**src/dpoc_pkg.sv**
```systemverilog
// Constants and types for the parallel output control block
package dpoc_pkg;

  // ****************************************************************
  // Register map (byte addresses)
  // ****************************************************************
  localparam logic [7:0] CTRL_OFS     = 8'h00;
  localparam logic [7:0] STATUS_OFS   = 8'h04;
  localparam logic [7:0] IRQ_STAT_OFS = 8'h08;
  localparam logic [7:0] IRQ_MASK_OFS = 8'h0C;
  localparam logic [7:0] LAST_WORD_OFS = 8'h10;

  // ****************************************************************
  // Field positions and reset values
  // ****************************************************************
  localparam int CTRL_OUT_GATE_BIT = 0;
  localparam logic [0:0] CTRL_RESET = 1'h1;
  localparam int EV_LOCK_GAIN = 0;
  localparam int EV_LOCK_LOSS = 1;
  localparam int EV_OVERRUN   = 2;
  localparam int EV_RESV_HIGH = 3;
  localparam int EV_W = 4;
  localparam logic [3:0] IRQ_MASK_RESET = 4'h0;
  localparam int ST_LOCK_BIT  = 0;
  localparam int ST_AWAKE_BIT = 1;
  localparam int ST_OE_BIT    = 2;
  localparam int ST_EDGE_BIT  = 3;
  localparam int ST_RESV_BIT  = 4;
  localparam int ST_PEND_BIT  = 5;

  // ****************************************************************
  // Widths and timing
  // ****************************************************************
  localparam int WORD_W  = 24;
  localparam int GROUP_W = 8;
  localparam int NPINS   = 5;
  localparam int MCLK_HZ = 10_000_000;
  localparam int OCLK_HZ = 2_500_000;
  // Half period of the output clock in mclk cycles, at least one
  localparam int OCLK_HALF_CNT = (MCLK_HZ / OCLK_HZ / 2 < 1) ? 1 : MCLK_HZ / OCLK_HZ / 2;
  localparam int CNT_W = 4;

  // Synchronised pin vector positions
  localparam int PIN_LOCK  = 0;
  localparam int PIN_SLEEP = 1;
  localparam int PIN_OE    = 2;
  localparam int PIN_EDGE  = 3;
  localparam int PIN_RESV  = 4;

  typedef enum logic [1:0] {
    DPOC_OCK_OFF  = 2'b00,
    DPOC_OCK_LOW  = 2'b01,
    DPOC_OCK_HIGH = 2'b10
  } dpoc_ock_t;

endpackage : dpoc_pkg

```
**src/dpoc_top.sv**
```systemverilog
// Parallel output control: output word groups, output clock, lock flag, APB
//
// Overview of operation
// - Output enable high drives data and clock while the CTRL out gate bit is set
// - Output enable low floats data and clock, lock flag and PLL kept
// - Lock flag high while PLL locked
// - Unlocked: flag low, data and clock floated
// - Sleep input high: receiver fully running
// - Sleep low: float all, PLL shut down
// - Edge select high: launch on rising edge
// - Edge select low: launch on falling edge
// - Word presented as three byte groups
module dpoc_top
  import dpoc_pkg::*;
(
  input  wire logic                mclk,
  input  wire logic                arst_n,
  // APB slave
  input  wire logic                psel,
  input  wire logic                penable,
  input  wire logic                pwrite,
  input  wire logic [7:0]          paddr,
  input  wire logic [31:0]         pwdata,
  output logic                     pready,
  output logic [31:0]              prdata,
  output logic                     pslverr,
  output logic                     irq,
  // Pins from outside the mclk domain
  input  wire logic                pll_lock_raw,
  input  wire logic                sleep_n_input,
  input  wire logic                output_enable,
  input  wire logic                output_edge_select,
  input  wire logic                reserved_tie_low_input,
  // Recovered words from clock-data recovery (mclk domain)
  input  wire logic [WORD_W-1:0]   rx_word,
  input  wire logic                rx_word_valid,
  // PLL power control
  output logic                     pll_enable,
  // Parallel output side, three byte groups
  output logic [GROUP_W-1:0]       parallel_out_word_g1,
  output logic [GROUP_W-1:0]       parallel_out_word_g2,
  output logic [GROUP_W-1:0]       parallel_out_word_g3,
  output logic                     data_oe,
  output logic                     out_clk,
  output logic                     out_clk_oe,
  output logic                     lock_flag,
  output logic                     lock_flag_oe
);

  // ****************************************************************
  // Pin synchronisers
  // ****************************************************************
  logic [NPINS-1:0] pin_meta;
  logic [NPINS-1:0] pin_sync;
  logic [NPINS-1:0] pins_raw;

  assign pins_raw = {reserved_tie_low_input, output_edge_select, output_enable,
                     sleep_n_input, pll_lock_raw};

  // Two flops; only the second stage feeds logic
  always_ff @(posedge mclk or negedge arst_n) begin
    if (!arst_n) begin
      pin_meta <= '0;
      pin_sync <= '0;
    end else begin
      pin_meta <= pins_raw;
      pin_sync <= pin_meta;
    end
  end

  logic awake;
  logic locked;
  logic oe_pin;
  logic edge_rise;
  logic resv_high;

  assign awake     = pin_sync[PIN_SLEEP];
  assign locked    = pin_sync[PIN_LOCK] & awake;
  assign oe_pin    = pin_sync[PIN_OE];
  assign edge_rise = pin_sync[PIN_EDGE];
  assign resv_high = pin_sync[PIN_RESV];

  // ****************************************************************
  // Output clock, word launch and output enables
  // ****************************************************************
  dpoc_ock_t        ock_state;
  dpoc_ock_t        next_ock_state;
  logic [CNT_W-1:0] ock_cnt;
  logic [CNT_W-1:0] next_ock_cnt;
  logic [WORD_W-1:0] hold_word;
  logic [WORD_W-1:0] next_hold_word;
  logic             hold_full;
  logic             next_hold_full;
  logic [WORD_W-1:0] out_word;
  logic [WORD_W-1:0] next_out_word;
  logic             next_out_clk;
  logic             next_data_oe;
  logic             next_out_clk_oe;
  logic             next_lock_flag;
  logic             next_lock_flag_oe;
  logic             next_pll_enable;
  logic             out_gate;
  logic             launch;
  logic             overrun_ev;

  // Clock toggles every half period while locked; stops when not
  always_comb begin
    next_ock_state = ock_state;
    next_ock_cnt   = ock_cnt;
    launch         = 1'b0;
    unique case (ock_state)
      DPOC_OCK_OFF: begin
        next_ock_cnt = '0;
        if (locked) begin
          next_ock_state = DPOC_OCK_LOW;
        end
      end
      DPOC_OCK_LOW: begin
        if (!locked) begin
          next_ock_state = DPOC_OCK_OFF;
        end else if (ock_cnt == CNT_W'(OCLK_HALF_CNT - 1)) begin
          next_ock_cnt   = '0;
          next_ock_state = DPOC_OCK_HIGH;
          launch         = edge_rise;
        end else begin
          next_ock_cnt = ock_cnt + CNT_W'(1);
        end
      end
      DPOC_OCK_HIGH: begin
        if (!locked) begin
          next_ock_state = DPOC_OCK_OFF;
        end else if (ock_cnt == CNT_W'(OCLK_HALF_CNT - 1)) begin
          next_ock_cnt   = '0;
          next_ock_state = DPOC_OCK_LOW;
          launch         = !edge_rise;
        end else begin
          next_ock_cnt = ock_cnt + CNT_W'(1);
        end
      end
      default: begin
        next_ock_state = DPOC_OCK_OFF;
        next_ock_cnt   = '0;
      end
    endcase
  end

  // One held word is launched per clock period; a second word before launch overwrites it
  always_comb begin
    next_hold_word = hold_word;
    next_hold_full = hold_full;
    next_out_word  = out_word;
    overrun_ev     = 1'b0;
    if (launch && hold_full) begin
      next_out_word  = hold_word;
      next_hold_full = 1'b0;
    end
    if (rx_word_valid && locked) begin
      next_hold_word = rx_word;
      next_hold_full = 1'b1;
      overrun_ev     = hold_full && !(launch && hold_full);
    end
    if (!locked) begin
      next_hold_full = 1'b0;
    end
  end

  // Pin drivers: data and clock need enable, lock and awake
  always_comb begin
    next_out_clk      = (next_ock_state == DPOC_OCK_HIGH);
    next_data_oe      = oe_pin && locked && out_gate;
    next_out_clk_oe   = oe_pin && locked && out_gate;
    next_lock_flag    = locked;
    next_lock_flag_oe = awake;
    next_pll_enable   = awake;
  end

  always_ff @(posedge mclk or negedge arst_n) begin
    if (!arst_n) begin
      ock_state    <= DPOC_OCK_OFF;
      ock_cnt      <= '0;
      hold_word    <= '0;
      hold_full    <= 1'b0;
      out_word     <= '0;
      out_clk      <= 1'b0;
      data_oe      <= 1'b0;
      out_clk_oe   <= 1'b0;
      lock_flag    <= 1'b0;
      lock_flag_oe <= 1'b0;
      pll_enable   <= 1'b0;
    end else begin
      ock_state    <= next_ock_state;
      ock_cnt      <= next_ock_cnt;
      hold_word    <= next_hold_word;
      hold_full    <= next_hold_full;
      out_word     <= next_out_word;
      out_clk      <= next_out_clk;
      data_oe      <= next_data_oe;
      out_clk_oe   <= next_out_clk_oe;
      lock_flag    <= next_lock_flag;
      lock_flag_oe <= next_lock_flag_oe;
      pll_enable   <= next_pll_enable;
    end
  end

  // Byte groups straight from the launched word register
  assign parallel_out_word_g1 = out_word[7:0];
  assign parallel_out_word_g2 = out_word[15:8];
  assign parallel_out_word_g3 = out_word[23:16];

  // ****************************************************************
  // APB registers and interrupt
  // ****************************************************************
  logic            ctrl;
  logic            next_ctrl;
  logic [EV_W-1:0] irq_stat;
  logic [EV_W-1:0] next_irq_stat;
  logic [EV_W-1:0] irq_mask;
  logic [EV_W-1:0] next_irq_mask;
  logic            locked_d;
  logic            resv_d;
  logic [EV_W-1:0] events;
  logic            acc_done;
  logic            next_pready;
  logic [31:0]     next_prdata;
  logic            next_pslverr;
  logic            next_irq;
  logic [31:0]     status_word;

  assign out_gate = ctrl;
  assign acc_done = psel && penable && pready;

  assign status_word = {26'h000_0000, hold_full, resv_high, edge_rise, oe_pin, awake, locked};

  always_comb begin
    events = '0;
    events[EV_LOCK_GAIN] = locked && !locked_d;
    events[EV_LOCK_LOSS] = !locked && locked_d;
    events[EV_OVERRUN]   = overrun_ev;
    events[EV_RESV_HIGH] = resv_high && !resv_d;
  end

  // One wait state: pready rises in the second access cycle, read data with it; write lands on the edge that ends it
  always_comb begin
    next_ctrl     = ctrl;
    next_irq_mask = irq_mask;
    next_irq_stat = irq_stat;
    next_pready   = psel && penable && !pready;
    next_prdata   = prdata;
    next_pslverr  = 1'b0;
    if (psel && penable && !pready) begin
      next_prdata = 32'h0000_0000;
      unique case (paddr)
        CTRL_OFS:      next_prdata = {31'h0000_0000, ctrl};
        STATUS_OFS:    next_prdata = status_word;
        IRQ_STAT_OFS:  next_prdata = {28'h000_0000, irq_stat};
        IRQ_MASK_OFS:  next_prdata = {28'h000_0000, irq_mask};
        LAST_WORD_OFS: next_prdata = {8'h00, out_word};
        default:       next_pslverr = 1'b1;
      endcase
    end
    if (acc_done && pwrite) begin
      unique case (paddr)
        CTRL_OFS:     next_ctrl = pwdata[CTRL_OUT_GATE_BIT];
        IRQ_MASK_OFS: next_irq_mask = pwdata[EV_W-1:0];
        IRQ_STAT_OFS: next_irq_stat = irq_stat & ~pwdata[EV_W-1:0];
        default:      next_ctrl = ctrl;
      endcase
    end
    // Set after clear so a same-cycle event is never lost
    next_irq_stat = next_irq_stat | events;
    next_irq      = |(next_irq_stat & next_irq_mask);
  end

  always_ff @(posedge mclk or negedge arst_n) begin
    if (!arst_n) begin
      ctrl     <= CTRL_RESET[0];
      irq_mask <= IRQ_MASK_RESET;
      irq_stat <= '0;
      locked_d <= 1'b0;
      resv_d   <= 1'b0;
      pready   <= 1'b0;
      prdata   <= '0;
      pslverr  <= 1'b0;
      irq      <= 1'b0;
    end else begin
      ctrl     <= next_ctrl;
      irq_mask <= next_irq_mask;
      irq_stat <= next_irq_stat;
      locked_d <= locked;
      resv_d   <= resv_high;
      pready   <= next_pready;
      prdata   <= next_prdata;
      pslverr  <= next_pslverr;
      irq      <= next_irq;
    end
  end

endmodule : dpoc_top

```
**config.mk**
```make
export PLATFORM = sky130hd
export DESIGN_NAME = dpoc_top
export DESIGN_NICKNAME = d
export VERILOG_FILES = /design/src/dpoc_pkg.sv /design/src/dpoc_top.sv
export SDC_FILE = /design/constraint.sdc
export NUM_CORES = 1
export LEC_CHECK = 0
export ABC_AREA = 1
export BUFFER_PORTS_ARGS = -buffer_cell sky130_fd_sc_hd__buf_2
export CORE_MARGIN = 1.5
export CORE_UTILIZATION = 51
export DETAILED_ROUTE_END_ITERATION = 6
export HOLD_SLACK_MARGIN = 0.15
export PLACE_DENSITY_LB_ADDON = 0.25
export SYNTH_ARGS = -nofsm -noshare
export SYNTH_HDL_FRONTEND = slang
export SYNTH_SLANG_ARGS = --single-unit
```
**constraint.sdc**
```tcl
create_clock -name mclk -period 1.8 [get_ports mclk]
set_clock_uncertainty 0.05 [all_clocks]
set_input_delay 0.27 -clock mclk [delete_from_list [all_inputs] [get_ports mclk]]
set_output_delay 0.27 -clock mclk [all_outputs]
set_load 0.02 [all_outputs]
```
==> results of run 1 <==
==> Yosys cell counts, types with 3 or more instances <==
| cell | count | area [sq um] |
|---|---|---|
| o21ai_2 | 4 | 35.0 |
| nand2_2 | 7 | 43.8 |
| nor2_1 | 15 | 56.3 |
| nand3_1 | 20 | 100 |
| o21ai_0 | 43 | 215 |
| buf_6 | 4 | 45.0 |
| ha_1 | 6 | 75.1 |
| buf_2 | 8 | 40.0 |
| clkbuf_1 | 3 | 11.3 |
| o21ai_1 | 29 | 145 |
| buf_4 | 12 | 90.1 |
| nand2_1 | 145 | 544 |
| dfrtp_1 | 105 | 2630 |
| nand2_4 | 3 | 33.8 |
| inv_1 | 49 | 184 |
| nor2_2 | 3 | 18.8 |
| nor2_4 | 4 | 45.0 |
| nand4_1 | 6 | 37.5 |
| nor3_1 | 4 | 20.0 |
==> report_power, final <==
group	switching, mW	total [mW]	internal (mW)
sequential	0.0736	2.61	2.53
clock	0.866	1.44	0.576
combinational	0.425	0.706	0.281
==> state kept, by name (all words and copies together) (netlist names), 2 cells and up <==
name	count
hold_word	24
ock_cnt	4
pin_meta	5
pin_sync	5
irq_stat	4
irq_mask	4
out_word	24
prdata	24
ock_state	2
==> per-stage QoR <==
step	instances	area (sq um)
2_1_floorplan	496	4570
3_3_place_gp	685	5110
3_5_place_dp	685	5110
4_1_cts	735	5650
5_1_grt	737	5670
6_report	737	5670
==> worst max-delay path: cells and delay by family, from the launching register on <==
| family | cells | cell delay (ps) |
|---|---|---|
| fa+ha+maj | 1 | 300 |
| compound gates | 1 | 70 |
| flops | 1 | 390 |
| simple gates | 3 | 370 |
| buf+inv | 3 | 360 |
==> path summary, 6_finish.rpt <==
| path | end | slack (ps) | start | cells past startpoint |
|---|---|---|---|---|
| worst max-delay path | out_word[6] | 120 | ock_state[1] | 8 |
| worst min-delay path | irq_mask[1] | 170 | pwdata[1] | 3 |
| worst max register to register | out_word[6] | 120 | ock_state[1] | 8 |
| worst min register to register | pin_sync[4] | 310 | pin_meta[4] | 0 |
| max in group asynchronous | hold_word[7] | 850 | arst_n | 3 |
| min in group asynchronous | ock_cnt[2] | 430 | arst_n | 3 |
==> kinds of logic after synthesis <==
group	count (synthesis)	synth area share
adder cells (fa/ha/maj)	6	0.0165
XOR/XNOR	2	0.00386
other	1	0.000826
AO/OA/AOI/OAI	82	0.0951
flip-flops	106	0.585
AND/OR/NAND/NOR	214	0.216
buffers and inverters	78	0.0832
==> what timing repair did <==
action,in CTS,in global routing
gates resized for setup,0,1
buffers inserted,0,2
hold buffers,34,0
endpoints found under the setup margin,0,25
hold endpoints to repair,139,0
==> per-layer routing <==
layer | share of wire | up-vias | track usage | wire length, microns
li1 | - | 1803 | - | -
met1 | 0.48 | 1673 | 0.329 | 4780
met2 | 0.46 | 85 | 0.337 | 4580
met3 | 0.038 | 15 | 0.0324 | 381
met4 | 0.018 | 0 | 0.0813 | 174
met5 | 0 | - | 0 | 0
==> final cells by class <==
class | instances | area (sq um)
clock buffers | 10 | 138
clock inverters | 6 | 57.6
fillers | 744 | 3010
inverters | 51 | 191
multi-input cells | 312 | 1550
flip-flops and latches | 106 | 2650
well taps | 108 | 135
repair buffers | 144 | 948
==> metrics.yaml, run 1 <==
floorplan:
  die_area_sq_um: 9480
  num_io_pins: 140
  die_h_microns: 97.3
  core_sq_um: 8680
  fp-row-count: 34
  start_util: 0.523
  die_w_microns: 97.3
power:
  power_density_nw_per_um2: 838
  p_leak_nw: 2.97
  fin_total_pwr_mw: 4.75
  max-vdd-ir-drop_v: 0.000397
critical_path:
  crit_chain: "inv_1, ha_4, inv_1, nor2_2, nand4_2, buf_12, nand2_1, o21ai_0"
  critPathSlowestCell: "dfrtp_1"
  max_stage_delay_ps: 390
  crit_path_start_kind: "register"
  crit_type: "register to register"
  end_kind: "register"
  crit_required_ps: 2000
  arrival_ps: 1880
  critical_path.most_common_cell: "inv_1"
  crit_fanout: 48
synthesis:
  ys_ff_latch: 106
  ys.flop_type: "dfrtp_1"
  yosys.cell_types.count: 32
  synth-seq-area-share: 0.585
  synthCells: 489
  synth_enable_flop_cells: 0
  synth_area_sq_um: 4540
  synth.avg_cell_area_sq_um: 9.28
  async_flop_share: 1.00
  yosysWarnings: 0
place:
  dp_hpwl_mm: 6.69
  gp_congestion: 0.829
  pre_cts_ws_ps: 65.3
  io_buffers: 103
sta:
  setup_slack_ps: 119
  report.final.slew_viol_count: 0
  period_share: 0.934
  fmax_mhz: 595
  fin_tns_setup_ps: 0
  slew_headroom: 0.631
  finalHoldViolations: 0
  period_minus_slack_ps: 1680
  setup_viol: 0
  rsz0062_at_grt: "false"
  worstMarginPinSlew_ps: 553
  fin_hold_ws_ps: 166
drt:
  drtPass1Iterations: 4
  antenna_left: 0
  drc_errors: 0
  drt_iter0_drc: 219
  wirelength_mm: 9.91
  routedWlPerCell_microns: 13.4
  routed-via-count: 3576
  via_per_inst: 4.85
clocking:
  clkTransAtPathRegs_ps: 100
  cts_made_buffers: 9
  clk_path_buf_depth: 2
  h-tree-depth: 3
  cts_tree: "yes"
  clock_sinks: 106
  clk_latency_ps: 360
  cts_root_buffer: "clkbuf_8"
grt:
  grt_max_degree: 107
  grt_pass1_vias: 3445
  gr-usage-all-layers: 0.223
  gr-total-overflow: 0
  antenna_found_initial: 0
  grt_pass1_wl_mm: 16.8
cells_and_area:
  fin_nets: 705
  final_util: 0.654
  antennaDiodeCount: 0
  drive_gt1_frac: 0.251
  syn_to_final_growth_pct: 25.0
  layout_common_cells: "145 x nand2_1, 105 x dfrtp_1, 102 x buf_2, 49 x inv_1, 43 x o21ai_0"
  final_common_cell: "nand2_1"
worst_hold_path:
  hold_class: "primary input to register"
outcome:
  status: "complete, no violations"
job:
  drv_cap: 0
Power figures use the tool's default switching activity.
==> run 2: changes to the inputs <==
- MAX_ROUTING_LAYER: not set -> met4
- SKIP_CTS_REPAIR_TIMING: not set -> 1
==> run 2 against run 1 <==
Compared with the run above:
- flip-flop and latch count is the same
- total power grew 1.8%
- via count shrank 1.2%
- cell count shrank 0.14%
- largest power group unchanged
- highest routed layer unchanged
==> metrics.yaml, run 2 (synthesis results as in run 1) <==
drt:
  drtPass1Iterations: 4  # unchanged
  via_per_inst: 4.80  # -1.1%
  drc_errors: 0  # unchanged
  routedWlPerCell_microns: 13.9  # +3.3%
  drt_iter0_drc: 193  # -12%
  routed-via-count: 3533  # -1.2%
  wirelength_mm: 10.2  # +3.2%
  antenna_left: 0  # unchanged
power:
  clkPwrFrac: 0.312  # +0.009
  switchingPower_mw: 1.30  # -4.9%
  max-vdd-ir-drop_v: 0.000517  # +30%
  p_seq_frac: 0.539  # -0.009
  p_leak_nw: 2.98  # +0.42%
  intPower_mw: 3.54  # +4.4%
  p_sw_frac: 0.268  # -0.0187
  comb_power_share: 0.149  # about the same
  power_density_nw_per_um2: 845  # +0.88%
clocking:
  clk_path_buf_depth: 2  # unchanged
  clkTransAtPathRegs_ps: 90  # about the same
  h-tree-depth: 3  # unchanged
  cts_made_buffers: 9  # unchanged
  cts_tree: "yes"
  clock_sinks: 106  # unchanged
  clk_latency_ps: 370  # about the same
  cts_root_buffer: "clkbuf_8"
floorplan:
  core_sq_um: 8680  # unchanged
  die_area_sq_um: 9480  # unchanged
  die_w_microns: 97.3  # unchanged
  die_h_microns: 97.3  # unchanged
  fp-row-count: 34  # unchanged
  start_util: 0.523  # unchanged
  num_io_pins: 140  # unchanged
sta:
  report.final.slew_viol_count: 0  # unchanged
  finalHoldViolations: 0  # unchanged
  setup_viol: 0  # unchanged
  rsz0062_at_grt: "false"
  period_share: 0.929  # -0.00461
  fin_tns_setup_ps: 0  # unchanged
  fmax_mhz: 598  # +0.50%
  period_minus_slack_ps: 1670  # -8.30 ps
cells_and_area:
  layout_common_cells: "145 x nand2_1, 105 x dfrtp_1, 102 x buf_2, 47 x inv_1, 43 x o21ai_0"
  final_common_cell: "nand2_1"
  largestRegisters: "hold_word: 24 flops, out_word: 24 flops, prdata: 24 flops"
  fin_nets: 704  # -0.14%
  syn_to_final_growth_pct: 26.0
  drive_gt1_frac: 0.255  # +0.00358
  final_util: 0.659  # +0.00562
  antennaDiodeCount: 0  # unchanged
place:
  gp_congestion: 0.839  # +1.2%
  dp_hpwl_mm: 6.92  # +3.4%
  io_buffers: 103  # unchanged
critical_path:
  crit_type: "register to register"
  crit_path_start_kind: "register"
  r2r_setup_slack_ps: 130  # about the same
  critPathSlowestCell: "dfrtp_1"
  crit_fanout: 24  # -50%
  max_stage_delay_ps: 400  # about the same
  crit_chain: "inv_2, ha_4, inv_1, nor2_4, nand4_4, buf_12, o21ai_0"
  arrival_ps: 1890  # about the same
  end_kind: "register"
  crit_required_ps: 2020  # +20 ps
grt:
  gr-total-overflow: 0  # unchanged
  antenna_found_initial: 0  # unchanged
  grt_pass1_wl_mm: 16.0  # -4.6%
  grt_max_degree: 49  # -54%
  gr-usage-all-layers: 0.223  # +0.000389
  grt_pass1_vias: 3181  # -7.7%
outcome:
  status: "complete, no violations"
job:
  drv_cap: 0  # unchanged
worst_hold_path:
  hold_class: "primary input to register"
## run 2: path summary, 6_finish.rpt
kind	from	to	cells past startpoint
worst max-delay path	ock_state[1]	out_word[5]	7
min in group asynchronous	arst_n	ock_state[1]	2
worst min register to register	pin_meta[0]	pin_sync[0]	0
worst min-delay path	pwdata[2]	irq_mask[2]	3
worst max register to register	ock_state[1]	out_word[5]	7
max in group asynchronous	arst_n	out_word[7]	3
## run 2: critical path: cells and delay by family (launching register included)
kind / cells / cell delay (ps)
adders and majority gates: 1 / 290
DFF: 1 / 400
and+or+nand+nor: 2 / 320
buffers and inverters: 3 / 330
AOI/OAI and AO/OA: 1 / 180
## run 2: layout make-up
| cell class | count | area [sq um] |
|---|---|---|
| fill | 728 | 2960 |
| inverter | 51 | 191 |
| clock buffer | 13 | 159 |
| sequential | 106 | 2650 |
| multi-input combinational | 312 | 1570 |
| tap | 108 | 135 |
| clock inverter | 3 | 46.3 |
| timing repair buffer | 143 | 966 |
## run 2: power groups by stage
stage | logic (mW) | clock network (mW) | registers, mW
2_1_floorplan | 0.355 | 0 | 2.67
3_3_place_gp | 0.580 | 0 | 2.65
3_5_place_dp | 0.605 | 0 | 2.66
4_1_cts | 0.610 | 1.55 | 2.61
5_1_grt | 0.812 | 1.65 | 2.63
6_report | 0.719 | 1.51 | 2.61
## run 2: routing by layer
| layer | GRT usage | up-vias | part of all wire |
|---|---|---|---|
| met5 | - | - | 0 |
| met4 | 0.0791 | 0 | 0.013 |
| met3 | 0.0381 | 13 | 0.042 |
| met2 | 0.325 | 93 | 0.47 |
| met1 | 0.319 | 1638 | 0.48 |
| li1 | - | 1789 | - |
## run 2: per-stage QoR
stage	power [mW]	cell area, sq um	hold slack, ps	worst slack [ps]	instances
after floorplan	3.03	4570	-75.6	157	496
after global routing	5.09	5720	151	33.2	736
final	4.84	5720	151	128	736
after CTS	4.76	5340	-216	-11.1	702
after detailed placement	3.26	5130	191	48.8	686
after global placement	3.23	5130	191	119	686
